### src/verilog/tzo_consts.svh
// Purpose: constants for the timer zero option control block
// Assumes: APB byte addresses, 32-bit data, 8-bit registers in low bits
// Notes: printed register index times four gives the byte address
`ifndef TZO_CONSTS_SVH
`define TZO_CONSTS_SVH
`define TZO_IDX_INTCTL 12'h18b
`define TZO_IDX_OPTION 12'h181
`define TZO_ADDR_INTCTL 12'h62c
`define TZO_ADDR_OPTION 12'h604
`define TZO_ADDR_PULLEN 12'h700
`define TZO_ADDR_IRQ_STAT 12'h704
`define TZO_ADDR_IRQ_CLR 12'h708
`define TZO_ADDR_IRQ_EN 12'h70c
`define TZO_ADDR_COUNT 12'h710
`define TZO_ADDR_WDOG 12'h714
`define TZO_OPTION_RST 8'hff
`define TZO_INTCTL_RST 8'h00
`define TZO_PULLEN_RST 8'h00
`define TZO_BIT_PU_DIS 7
`define TZO_BIT_EDGE 6
`define TZO_BIT_SRC 5
`define TZO_BIT_T0EDGE 4
`define TZO_BIT_PSA 3
`define TZO_BIT_EXT_IRQ_FLAG 1
`define TZO_BIT_CHANGE_IRQ_FLAG 0
`define TZO_EV_OVF 0
`define TZO_EV_EXT 1
`define TZO_EV_WDT 2
`define TZO_EV_IOC 3
`endif

### src/verilog/tzo_pkg.sv
// Purpose: types for the timer zero option control block
// Assumes: nothing beyond the constants header
// Notes: prescaler selection encoding
package tzo_pkg;
	typedef enum logic {
		TZO_PS_TIMER,
		TZO_PS_WDOG
	} tzo_psa_type;
endpackage

### src/verilog/tzo_option_ctrl.sv
// Purpose: timer zero and watchdog option control with APB registers
// Assumes: pins synchronous to pclk; pclk is the instruction-cycle clock
// Notes: events set sticky status bits gated by an enable register
`timescale 1ns/10ps
`include "tzo_consts.svh"

module tzo_option_ctrl
	import tzo_pkg::*;
(
	input wire logic pclk, // Instruction clock
	input wire logic presetn, // Async reset, low
	input wire logic psel, // APB select
	input wire logic penable, // APB enable
	input wire logic pwrite, // APB direction
	input wire logic [11:0] paddr, // APB byte address
	input wire logic [31:0] pwdata, // APB write data
	output logic [31:0] prdata, // APB read data
	output logic pready, // APB ready
	output logic pslverr, // APB error
	input wire logic timer_zero_ext_clock_pin, // External timer clock
	input wire logic ext_irq_pin, // External interrupt pin
	input wire logic change_mismatch, // Pin change mismatch level
	output logic [7:0] pullup_active, // Per-pin weak pull-up on
	output logic watchdog_tick, // Watchdog advance pulse
	output logic irq // Level interrupt
);
	logic [7:0] option_q;
	logic [7:0] intctl_q;
	logic [7:0] per_pin_pullup_enable_q;
	logic [3:0] irq_stat_q;
	logic [3:0] irq_en_q;
	logic [7:0] timer_zero_count_q;
	logic [7:0] presc_q;
	logic [7:0] wdog_q;
	logic t0pin_q, extpin_q;
	logic wr, rd, addr_ok;
	logic t0_edge, ext_edge, src_ev, presc_out, timer_inc, wdog_inc, ovf;
	logic ext_irq_edge_select, timer_zero_source_select, timer_zero_edge_select, port_pullup_disable;
	logic [2:0] prescaler_rate;
	tzo_psa_type prescaler_assign;
	logic [7:0] presc_d;

	// Edge detection on a pin: falling when sel is one, rising otherwise
	function automatic logic edge_seen(input logic prev, input logic now, input logic fall);
		edge_seen = fall ? (prev & ~now) : (~prev & now);
	endfunction

	// Mask for prescaler tap: ones below bit n
	function automatic logic [7:0] low_mask(input logic [3:0] n);
		low_mask = 8'(({8'h0, 8'hff} << n) >> 8);
	endfunction

	assign port_pullup_disable = option_q[`TZO_BIT_PU_DIS];
	assign ext_irq_edge_select = option_q[`TZO_BIT_EDGE];
	assign timer_zero_source_select = option_q[`TZO_BIT_SRC];
	assign timer_zero_edge_select = option_q[`TZO_BIT_T0EDGE];
	assign prescaler_assign = tzo_psa_type'(option_q[`TZO_BIT_PSA]);
	assign prescaler_rate = option_q[2:0];

	assign wr = psel & penable & pwrite;
	assign rd = psel & ~pwrite;
	assign pready = 1'b1;
	always_comb begin
		unique case (paddr)
			`TZO_ADDR_OPTION, `TZO_ADDR_INTCTL, `TZO_ADDR_PULLEN, `TZO_ADDR_IRQ_STAT,
			`TZO_ADDR_IRQ_CLR, `TZO_ADDR_IRQ_EN, `TZO_ADDR_COUNT, `TZO_ADDR_WDOG: addr_ok = 1'b1;
			default: addr_ok = 1'b0;
		endcase
	end
	assign pslverr = psel & penable & ~addr_ok;

	// Read data registered in the setup cycle
	always_ff @(posedge pclk or negedge presetn) begin
		if (!presetn) begin
			prdata <= 32'h0;
		end else if (rd & ~penable) begin
			unique case (paddr)
				`TZO_ADDR_OPTION: prdata <= {24'h0, option_q};
				`TZO_ADDR_INTCTL: prdata <= {24'h0, intctl_q};
				`TZO_ADDR_PULLEN: prdata <= {24'h0, per_pin_pullup_enable_q};
				`TZO_ADDR_IRQ_STAT: prdata <= {28'h0, irq_stat_q};
				`TZO_ADDR_IRQ_EN: prdata <= {28'h0, irq_en_q};
				`TZO_ADDR_COUNT: prdata <= {24'h0, timer_zero_count_q};
				`TZO_ADDR_WDOG: prdata <= {24'h0, wdog_q};
				default: prdata <= 32'h0;
			endcase
		end
	end

	always_ff @(posedge pclk or negedge presetn) begin
		if (!presetn) begin
			option_q <= `TZO_OPTION_RST;
			per_pin_pullup_enable_q <= `TZO_PULLEN_RST;
			irq_en_q <= 4'h0;
		end else if (wr) begin
			if (paddr == `TZO_ADDR_OPTION) begin
				option_q <= pwdata[7:0];
			end
			if (paddr == `TZO_ADDR_PULLEN) begin
				per_pin_pullup_enable_q <= pwdata[7:0];
			end
			if (paddr == `TZO_ADDR_IRQ_EN) begin
				irq_en_q <= pwdata[3:0];
			end
		end
	end

	assign pullup_active = port_pullup_disable ? 8'h00 : per_pin_pullup_enable_q;

	always_ff @(posedge pclk or negedge presetn) begin
		if (!presetn) begin
			t0pin_q <= 1'b0;
			extpin_q <= 1'b0;
		end else begin
			t0pin_q <= timer_zero_ext_clock_pin;
			extpin_q <= ext_irq_pin;
		end
	end

	assign ext_edge = edge_seen(extpin_q, ext_irq_pin, ext_irq_edge_select);
	assign t0_edge = edge_seen(t0pin_q, timer_zero_ext_clock_pin, timer_zero_edge_select);
	assign src_ev = timer_zero_source_select ? t0_edge : 1'b1;

	// Shared prescaler source: timer event or watchdog clock tick
	always_comb begin
		presc_d = presc_q;
		presc_out = 1'b0;
		if (prescaler_assign == TZO_PS_WDOG || src_ev) begin
			presc_d = presc_q + 8'h01;
			presc_out = (presc_q & low_mask(prescaler_assign == TZO_PS_WDOG ? {1'b0, prescaler_rate}
				: {1'b0, prescaler_rate} + 4'h1)) == low_mask(prescaler_assign == TZO_PS_WDOG
				? {1'b0, prescaler_rate} : {1'b0, prescaler_rate} + 4'h1);
		end
	end

	assign timer_inc = (prescaler_assign == TZO_PS_TIMER) ? presc_out : src_ev;
	assign wdog_inc = (prescaler_assign == TZO_PS_WDOG) ? presc_out : 1'b1;
	assign ovf = timer_inc & (timer_zero_count_q == 8'hff);

	always_ff @(posedge pclk or negedge presetn) begin
		if (!presetn) begin
			presc_q <= 8'h00;
		end else if (wr && paddr == `TZO_ADDR_OPTION) begin
			presc_q <= 8'h00;
		end else begin
			presc_q <= presc_d;
		end
	end

	always_ff @(posedge pclk or negedge presetn) begin
		if (!presetn) begin
			timer_zero_count_q <= 8'h00;
		end else if (wr && paddr == `TZO_ADDR_COUNT) begin
			timer_zero_count_q <= pwdata[7:0];
		end else if (timer_inc) begin
			timer_zero_count_q <= timer_zero_count_q + 8'h01;
		end
	end

	always_ff @(posedge pclk or negedge presetn) begin
		if (!presetn) begin
			wdog_q <= 8'h00;
			watchdog_tick <= 1'b0;
		end else begin
			watchdog_tick <= wdog_inc;
			if (wdog_inc) begin
				wdog_q <= wdog_q + 8'h01;
			end
		end
	end

	// Interrupt control; hardware set wins over software write
	always_ff @(posedge pclk or negedge presetn) begin
		if (!presetn) begin
			intctl_q <= `TZO_INTCTL_RST;
		end else begin
			if (wr && paddr == `TZO_ADDR_INTCTL) begin
				intctl_q <= pwdata[7:0];
			end
			if (ext_edge) begin
				intctl_q[`TZO_BIT_EXT_IRQ_FLAG] <= 1'b1;
			end
			if (change_mismatch) begin
				intctl_q[`TZO_BIT_CHANGE_IRQ_FLAG] <= 1'b1;
			end
		end
	end

	always_ff @(posedge pclk or negedge presetn) begin
		if (!presetn) begin
			irq_stat_q <= 4'h0;
		end else begin
			irq_stat_q <= (irq_stat_q & ~((wr && paddr == `TZO_ADDR_IRQ_CLR) ? pwdata[3:0] : 4'h0))
				| {change_mismatch, wdog_inc & (wdog_q == 8'hff), ext_edge, ovf};
		end
	end

	assign irq = |(irq_stat_q & irq_en_q);

	property p_pullup;
		@(posedge pclk) disable iff (!presetn) option_q[7] |-> pullup_active == 8'h00;
	endproperty
	a_pullup: assert property (p_pullup) else $error("pull-up active while disabled");
	property p_pin_pu;
		@(posedge pclk) disable iff (!presetn) !option_q[7] |-> pullup_active == per_pin_pullup_enable_q;
	endproperty
	a_pin_pu: assert property (p_pin_pu) else $error("pin pull-up mismatch");
	property p_rise;
		@(posedge pclk) disable iff (!presetn)
		(!option_q[6] && !extpin_q && ext_irq_pin) |=> intctl_q[1];
	endproperty
	a_rise: assert property (p_rise) else $error("rising edge not flagged");
	property p_fall;
		@(posedge pclk) disable iff (!presetn)
		(option_q[6] && extpin_q && !ext_irq_pin) |=> intctl_q[1];
	endproperty
	a_fall: assert property (p_fall) else $error("falling edge not flagged");
	property p_internal;
		@(posedge pclk) disable iff (!presetn)
		(!option_q[5] && option_q[3] && !wr) |=> timer_zero_count_q == $past(timer_zero_count_q) + 8'h01;
	endproperty
	a_internal: assert property (p_internal) else $error("internal count missed");
	property p_ext_hold;
		@(posedge pclk) disable iff (!presetn)
		(option_q[5] && option_q[3] && !t0_edge && !wr) |=> $stable(timer_zero_count_q);
	endproperty
	a_ext_hold: assert property (p_ext_hold) else $error("count without pin edge");
	property p_wdog_direct;
		@(posedge pclk) disable iff (!presetn) !option_q[3] |=> watchdog_tick;
	endproperty
	a_wdog_direct: assert property (p_wdog_direct) else $error("watchdog not undivided");
	// Rate 1 on the watchdog: every window of four ticks holds two
	property p_div;
		@(posedge pclk) disable iff (!presetn)
		(option_q[3] && option_q[2:0] == 3'h1 && !wr) ##1
		(option_q[3] && option_q[2:0] == 3'h1 && !wr) [*4] |->
		$countones({watchdog_tick, $past(watchdog_tick), $past(watchdog_tick, 2), $past(watchdog_tick, 3)}) == 2;
	endproperty
	a_div: assert property (p_div) else $error("watchdog rate wrong");
	property p_change_irq_flag;
		@(posedge pclk) disable iff (!presetn) change_mismatch |=> intctl_q[0];
	endproperty
	a_change_irq_flag: assert property (p_change_irq_flag) else $error("change flag not set");

	// External source, falling edge selected
	property p_t0_fall;
		@(posedge pclk) disable iff (!presetn)
		(option_q[5] && option_q[3] && option_q[4] && t0pin_q && !timer_zero_ext_clock_pin && !wr) |=>
		timer_zero_count_q == $past(timer_zero_count_q) + 8'h01;
	endproperty
	a_t0_fall: assert property (p_t0_fall) else $error("falling pin edge not counted");

	// External source, rising edge selected
	property p_t0_rise;
		@(posedge pclk) disable iff (!presetn)
		(option_q[5] && option_q[3] && !option_q[4] && !t0pin_q && timer_zero_ext_clock_pin && !wr) |=>
		timer_zero_count_q == $past(timer_zero_count_q) + 8'h01;
	endproperty
	a_t0_rise: assert property (p_t0_rise) else $error("rising pin edge not counted");

	// No pin edge, no count, whoever holds the prescaler
	property p_src_hold;
		@(posedge pclk) disable iff (!presetn)
		(option_q[5] && !t0_edge && !wr) |=>
		$stable(timer_zero_count_q);
	endproperty
	a_src_hold: assert property (p_src_hold) else $error("count moved without source");

	// Timer at rate 0 advances once in two cycles
	property p_timer_div0;
		@(posedge pclk) disable iff (!presetn)
		(!option_q[5] && !option_q[3] && option_q[2:0] == 3'h0 && !wr) ##1
		(!option_q[5] && !option_q[3] && option_q[2:0] == 3'h0 && !wr) |=>
		timer_zero_count_q == $past(timer_zero_count_q, 2) + 8'h01;
	endproperty
	a_timer_div0: assert property (p_timer_div0) else $error("timer rate 1:2 wrong");

	// Rising edge selected: a falling pin leaves the flag alone
	property p_rise_none;
		@(posedge pclk) disable iff (!presetn)
		(!option_q[6] && extpin_q && !ext_irq_pin && !intctl_q[1] && !(wr && paddr == `TZO_ADDR_INTCTL)) |=>
		!intctl_q[1];
	endproperty
	a_rise_none: assert property (p_rise_none) else $error("wrong edge flagged");

	// Falling edge selected: a rising pin leaves the flag alone
	property p_fall_none;
		@(posedge pclk) disable iff (!presetn)
		(option_q[6] && !extpin_q && ext_irq_pin && !intctl_q[1] && !(wr && paddr == `TZO_ADDR_INTCTL)) |=>
		!intctl_q[1];
	endproperty
	a_fall_none: assert property (p_fall_none) else $error("wrong edge flagged");

	// Flag stays until software writes the register
	property p_ext_irq_flag_sticky;
		@(posedge pclk) disable iff (!presetn)
		(intctl_q[1] && !(wr && paddr == `TZO_ADDR_INTCTL)) |=>
		intctl_q[1];
	endproperty
	a_ext_irq_flag_sticky: assert property (p_ext_irq_flag_sticky) else $error("edge flag lost");

	// Status bit sticky until cleared
	property p_stat_sticky;
		@(posedge pclk) disable iff (!presetn)
		(irq_stat_q[1] && !(wr && paddr == `TZO_ADDR_IRQ_CLR && pwdata[1])) |=>
		irq_stat_q[1];
	endproperty
	a_stat_sticky: assert property (p_stat_sticky) else $error("edge status lost");

	// Clear with no new edge empties the bit
	property p_stat_clear;
		@(posedge pclk) disable iff (!presetn)
		(wr && paddr == `TZO_ADDR_IRQ_CLR && pwdata[1] && !ext_edge) |=>
		!irq_stat_q[1];
	endproperty
	a_stat_clear: assert property (p_stat_clear) else $error("edge status not cleared");

	// Mismatch also raises its status bit
	property p_mism_stat;
		@(posedge pclk) disable iff (!presetn)
		change_mismatch |=>
		irq_stat_q[`TZO_EV_IOC];
	endproperty
	a_mism_stat: assert property (p_mism_stat) else $error("mismatch status not set");

	// Timer wrap raises its status bit
	property p_ovf_flag;
		@(posedge pclk) disable iff (!presetn)
		ovf |=>
		irq_stat_q[`TZO_EV_OVF];
	endproperty
	a_ovf_flag: assert property (p_ovf_flag) else $error("overflow status not set");

	// Watchdog wrap raises its status bit
	property p_wdog_wrap;
		@(posedge pclk) disable iff (!presetn)
		(wdog_inc && wdog_q == 8'hff) |=>
		irq_stat_q[`TZO_EV_WDT];
	endproperty
	a_wdog_wrap: assert property (p_wdog_wrap) else $error("watchdog status not set");

	// Enabled status drives the level interrupt
	property p_irq_level;
		@(posedge pclk) disable iff (!presetn)
		(irq_stat_q[1] && irq_en_q[1]) |->
		irq;
	endproperty
	a_irq_level: assert property (p_irq_level) else $error("interrupt not raised");

	c_ovf: cover property (@(posedge pclk) disable iff (!presetn) ovf);
	c_ext: cover property (@(posedge pclk) disable iff (!presetn) ext_edge);
	c_irq: cover property (@(posedge pclk) disable iff (!presetn) irq);
	c_t0: cover property (@(posedge pclk) disable iff (!presetn) option_q[5] && t0_edge);
	c_clr: cover property (@(posedge pclk) disable iff (!presetn) wr && paddr == `TZO_ADDR_IRQ_CLR);
endmodule

### config.mk
export PLATFORM = sky130hd
export DESIGN_NAME = tzo_option_ctrl
export DESIGN_NICKNAME = d
export VERILOG_FILES = /design/src/verilog/tzo_pkg.sv /design/src/verilog/tzo_option_ctrl.sv
export VERILOG_INCLUDE_DIRS = /design/src /design/src/verilog
export SDC_FILE = /design/constraint.sdc
export NUM_CORES = 1
export LEC_CHECK = 0
export BUFFER_PORTS_ARGS = -buffer_cell sky130_fd_sc_hd__buf_4
export CORE_ASPECT_RATIO = 1.5
export CORE_MARGIN = 4
export CORE_UTILIZATION = 45
export CTS_CLUSTER_DIAMETER = 40
export DETAILED_ROUTE_END_ITERATION = 10
export PLACE_DENSITY = 0.69
export SLEW_MARGIN = 10
export SYNTH_ARGS = -nofsm -noshare
export SYNTH_HDL_FRONTEND = slang
export SYNTH_SLANG_ARGS = --single-unit
### constraint.sdc
create_clock -name pclk -period 7.7 [get_ports pclk]
set_input_delay 0.77 -clock pclk [delete_from_list [all_inputs] [get_ports pclk]]
set_output_delay 0.77 -clock pclk [all_outputs]
set_load 0.005 [all_outputs]
==> out/metrics.cfg, run 1 <==
[status]
status=finished, final reports clean

[timing]
worst-slew-pin-transition_ps=1055
max_freq_ghz=0.3235
setup_violations=0
fin_setup_tns_ps=0
fin_crit_sh_pct=40.15
slew_headroom_pct=29.08
layout_setup_ws_ps=4609
drv_slew=0
finalHoldViolations=0
period_minus_slack_ps=3091
rsz0062_at_grt=no
skew_ps=3.486

[clock_tree]
cts-htree-levels=3
clk_pin_slew_worst_paths_ps=60
clkLatencyLatePin_ps=330
numCtsBuffers=9
clock_path_buffers=2
cts_num_sinks=67
root_buffer=clkbuf_16
ctsHoldBuffers=0
cts-resized-gates=0
postCtsSetupBuffers=0
cts_tree=yes

[worst_setup_path]
required_ps=7920
startpoint_type=register
arrival_ps=3310
end_kind=register
critPathCapture=wdog_q[1]
r2r_start=option_q[0]
r2r_slack_ps=4610
timing.rr.end=wdog_q[1]
cp-startpoint=option_q[0]
path_class=reg -> reg
r2r_cells=7
cp_max_fo=14

[finish]
fin_nets=502
regArea_sq_mm=0.001687
drive_gt1_share_pct=23.95
multi_input_area_sq_mm=0.002083
num-fill-cells=787
syn_to_final_growth_pct=15.11
fin_area_sq_mm=0.004576
n_antenna_cell=0

[floorplanning]
die_h_um=123.1
start_util_pct=46.68
rows=41
die-area_sq_mm=0.01043
core_sq_mm=0.008516
fp.dieW_um=84.74
pin_count=96

[route]
routed_wl_um=9466
drc=0
ant_nets=0
vias_per_cell=5.522
avgRoutedWirePerCell_um=16.96
drtIter0Drc=187
vias=3081
dr.pass1.iters=4

[placement]
dpl.hpwl_um=6883
place_area_sq_mm=0.004257
io_buffers=46
gp_congestion=0.8839
post-place-ws_ps=4541

[yosys]
syn_inst=407
synth_top_area_share_pct=37.14
synthesis.area_sq_mm=0.003975
synthTopCellsByCount=dfrtp_1 (59), nand2_1 (42), nor2_1 (31)
ys_top_cells_by_area=dfrtp_1 (37%), mux2_2 (8.2%), dfstp_2 (5.3%), buf_4 (5.1%), nand2_1 (4.0%)
ys_seq_area_share_pct=42.43
yosysUniqueCellTypes=59
async_flop_share_pct=100.0
synth_edf_count=0
yosysWarningCount=0
yosysTopAreaCell=dfrtp_1
avgSynthCellArea_sq_um=9.767
yosys.cell_count.top_type=dfrtp_1
ys_ff_latch=67
synth-main-ff-cell=dfrtp_1

[global_routing]
grt_pass1_vias=3157
grt_max_degree=68
gr-total-overflow=0
track_usage_pct=19.04
antenna_found_initial=0
grt_pass1_wl_um=15500

[power]
pwr-share-clk_pct=40.5
p_int_uw=770.3
power_density_mw_per_mm2=233.6
pwr-share-comb_pct=15.8
finalPower_uw=1069
p_seq_share_pct=43.7
p_switching_uw=298.5
swShare_pct=27.93
p_leak_uw=0.002045
ir_worst_vdd_mv=0.1504

[worst_hold_path]
holdCritPathClass=reg -> reg

[flow_run]
maxCapViolations=0

==> worst min-delay path by stage <==
stage / slack, ps / start / end / cells past startpoint
floorplan: 460 / irq_stat_q[1] / irq_stat_q[1] / 2
global placement: 470 / prdata[3] / prdata[3] / 1
detailed placement: 470 / prdata[3] / prdata[3] / 1
CTS: 490 / prdata[2] / prdata[2] / 1
global route: 510 / intctl_q[0] / intctl_q[0] / 1
finish: 490 / prdata[2] / prdata[2] / 1
==> metal layers <==
metal | vias up | part of all wire (%) | global-route usage [%]
met3 | 19 | 3.9 | 3.267
met5 | - | 0 | 0
li1 | 1494 | - | -
met1 | 1476 | 39 | 21.44
met4 | 0 | 2.7 | 8.416
met2 | 92 | 54 | 35.00
==> power groups by stage <==
| stage | clock network [uW] | logic, uW | registers (uW) |
|---|---|---|---|
| after detailed placement | 0 | 168 | 470 |
| final | 433 | 169 | 467 |
| after floorplan | 0 | 135 | 450 |
| after global placement | 0 | 163 | 468 |
| after global routing | 458 | 194 | 471 |
| after CTS | 440 | 170 | 465 |
==> flip-flops by register name (all words and copies together), names as in the netlist <==
name,count
intctl_q,8
t0pin_q,1
irq_stat_q,4
per_pin_pullup_enable_q,8
watchdog_tick,1
irq_en_q,4
presc_q,8
extpin_q,1
wdog_q,8
option_q,8
timer_zero_count_q,8
prdata,8
==> cells in the final DEF (no fill, tap or decap), types with 7 or more instances in the layout <==
| master | instances |
|---|---|
| dfrtp_1 | 59 |
| buf_4 | 46 |
| nand2_1 | 42 |
| nor2_1 | 31 |
| mux2_2 | 29 |
| conb_1 | 25 |
| o21ai_0 | 22 |
| a21oi_1 | 15 |
| xor2_1 | 15 |
| nor2b_1 | 14 |
| nand3_1 | 13 |
| mux2i_1 | 11 |
| xnor2_1 | 10 |
| nand4_1 | 9 |
| clkbuf_16 | 9 |
| dfstp_2 | 8 |
| nor3_1 | 7 |
==> per-stage QoR <==
stage / util [%] / std cells / hold WS, ps
floorplan: - / 430 / 457.4
global placement: 49.99 / 542 / 465.2
detailed placement: 49.99 / 542 / 471.4
CTS: 53.73 / 558 / 487.7
global route: 53.73 / 558 / 508.4
finish: 53.73 / 558 / 485.7
==> worst max-delay path: stages (launching register included) <==
cell      delay (ps)
dfstp_2          680
ha_1             420
a21oi_1          100
a211o_1          320
a32o_1           230
a211oi_2         420
nand2b_1         420
mux2_2           380
==> cells by family after synthesis <==
| family | share of synthesized area [%] |
|---|---|
| AND/OR/NAND/NOR | 20.18 |
| AO/OA/AOI/OAI | 11.96 |
| flip-flops | 42.43 |
| buffers and inverters | 7.491 |
| multiplexers | 10.99 |
| XOR/XNOR | 5.508 |
| adder cells (fa/ha/maj) | 1.259 |
| other | 0.1889 |
==> cell type report <==
type,count,area share [%]
Multi-Input combinational cell,320,45.53
Sequential cell,67,36.86
Timing Repair Buffer,46,7.547
Clock buffer,10,5.004
Tap cell,107,2.926
Clock inverter,6,1.969
Inverter,2,0.1641
Power figures use the tool's default switching activity.
==> run 2: changes to the inputs <==
--- a/config.mk
+++ b/config.mk
@@ -6,6 +6,7 @@
 export SDC_FILE = /design/constraint.sdc
 export NUM_CORES = 1
 export LEC_CHECK = 0
+export ABC_AREA = 1
 export BUFFER_PORTS_ARGS = -buffer_cell sky130_fd_sc_hd__buf_4
 export CORE_ASPECT_RATIO = 1.5
 export CORE_MARGIN = 4
==> constraint.sdc (replaced) <==
create_clock -name pclk -period 3.1 [get_ports pclk]
set_input_delay 0.31 -clock pclk [delete_from_list [all_inputs] [get_ports pclk]]
set_output_delay 0.31 -clock pclk [all_outputs]
set_load 0.005 [all_outputs]
==> out/metrics.cfg, run 2 <==
[worst_setup_path]
required_ps=2790
end_kind=output pin
worst_path_largest_cell_delay_ps=510
path_buf_inv=4
r2r_slack_ps=1020
startpoint_type=input pin
path_class=in -> out
r2r_cells=13
slowest_stage=nor2_1
cp_max_fo=11
r2r_start=option_q[0]
arrival_ps=1880
crit_family=simple AND/OR/NAND/NOR gates
worstPathCellList=buf_4 -> inv_1 -> nand2_1 -> nor2_1 -> nand3_1 -> nor2_1 -> inv_1 -> nand4_1 -> nor4_1 -> buf_4
cp-startpoint=paddr[11]
timing.rr.end=timer_zero_count_q[0]

[timing]
finalHoldViolations=0
fin_crit_sh_pct=70.55
setup_violations=0
rsz0062_at_grt=no
skew_ps=7.793
worst-slew-pin-transition_ps=833.0
fin_setup_tns_ps=0
period_minus_slack_ps=2187
slew_headroom_pct=44.47
layout_setup_ws_ps=913.0
max_freq_ghz=0.4573
drv_slew=0

[clock_tree]
cts_tree=yes
cts-resized-gates=0
numCtsBuffers=9
cts_num_sinks=67
postCtsSetupBuffers=0
clkLatencyLatePin_ps=340
clk_pin_slew_worst_paths_ps=60
cts-htree-levels=3
root_buffer=clkbuf_16
clock_path_buffers=2
ctsHoldBuffers=0

[yosys]
synth_top_area_share_pct=36.67
synth_compound_area_share_pct=10.91
synth-simple-area-share_pct=30.36
synth.area.mux_share_pct=0
yosysUniqueCellTypes=38
synth_xor_area_share_pct=1.958
ys_ff_latch=67
synthTopCellsByCount=nand2_1 (152), inv_1 (72), dfrtp_1 (59)
synth_fa_ha_area_share_pct=1.243
yosys.cell_count.top_type=nand2_1
avgSynthCellArea_sq_um=7.415
synth_top_family_by_area=simple AND/OR/NAND/NOR gates
synth_edf_count=0
synthesis.area_sq_mm=0.004026
async_flop_share_pct=100.0
ys_top_cells_by_area=dfrtp_1 (37%), nand2_1 (14%), inv_1 (6.7%), o21ai_0 (6.3%), nand3_1 (5.5%)
yosysWarningCount=0
ys_seq_area_share_pct=41.89
yosysTopAreaCell=dfrtp_1
syn_inst=543
synth-main-ff-cell=dfrtp_1

[placement]
dpl.hpwl_um=7622
gp_congestion=0.8850
post-place-ws_ps=912.4
io_buffers=46

[status]
status=finished, final reports clean

[global_routing]
grt_max_degree=68
grt_pass1_vias=3594
gr-total-overflow=0
track_usage_pct=20.36
grt_pass1_wl_um=16620
antenna_found_initial=0

[route]
drc=0
dr.pass1.iters=5
vias_per_cell=5.139
routed_wl_um=10030
avgRoutedWirePerCell_um=14.22
ant_nets=0
vias=3623
drtIter0Drc=284

[floorplanning]
pin_count=96
fp.dieW_um=85.24
core_sq_mm=0.008776
rows=42
die-area_sq_mm=0.01056
die_h_um=123.9
start_util_pct=45.88

[finish]
n_antenna_cell=0
most-common-layout-cells=nand2_1 (152), inv_1 (72), dfrtp_1 (59)
syn_to_final_growth_pct=14.79
final_common_cell=nand2_1
fin_nets=646
drive_gt1_share_pct=15.46
utilization_pct=52.67

[power]
ir_worst_vdd_mv=0.3442
power_density_mw_per_mm2=558.1
p_leak_uw=0.002345
finalPower_uw=2580

[flow_run]
maxCapViolations=0

[worst_hold_path]
holdCritPathClass=in -> async

-- run 2: changes by cell type after synthesis, moves of 7 or more --
cell / change
inv_1: +70
mux2_2: -29
mux2i_1: -11
nand2_1: +110
nand2_2: +7
nand3_1: +31
nor2b_1: -14
o21ai_0: +29
o22ai_1: +7
xnor2_1: -10
-- run 2: where the power goes --
part           switching (uW)  internal, uW
sequential                116          1000
combinational             308           190
clock                     383           582
total                     807          1770
-- run 2: how the worst max path moves through the flow --
| stage | slack (ps) | depth (start not counted) | end |
|---|---|---|---|
| floorplan | 1280 | 13 | timer_zero_count_q[2] |
| global placement | 950 | 10 | pslverr |
| detailed placement | 910 | 10 | pslverr |
| CTS | 900 | 10 | pslverr |
| global route | 700 | 10 | pslverr |
| finish | 910 | 10 | pslverr |
-- run 2: area by class of cell --
cell class,instances,area (sq um)
clock inverter,4,25.02
clock buffer,12,256.5
sequential,67,1687
timing repair buffer,47,352.8
tap,110,137.6
fill,850,4154
inverter,73,279.0
multi-input combinational,392,1884
-- run 2: stage by stage --
stage / area, sq um / std cells / hold slack [ps]
2_1_floorplan: 4113 / 566 / 14.41
3_3_place_gp: 4340 / 689 / 433.3
3_5_place_dp: 4340 / 689 / 435.5
4_1_cts: 4622 / 705 / 87.17
5_1_grt: 4622 / 705 / 88.97
6_report: 4622 / 705 / 56.34
-- run 2: cells by family (layout without fill, tap and decap cells) --
group / count (synthesis) / in the layout
adders and majority gates: 4 / 4
DFF: 67 / 67
xor gates and xnor gates: 9 / 9
other: 2 / 25
buffers and inverters: 107 / 136
and+or+nand+nor: 273 / 273
AOI/OAI and AO/OA: 81 / 81
-- run 2: layer usage --
metal	GRT usage [%]	wire length [um]	part of all wire (%)
met4	11.78	446	4.4
met2	35.94	5119	51
met1	22.53	3961	40
met5	0	0	0
met3	4.169	499	5.0
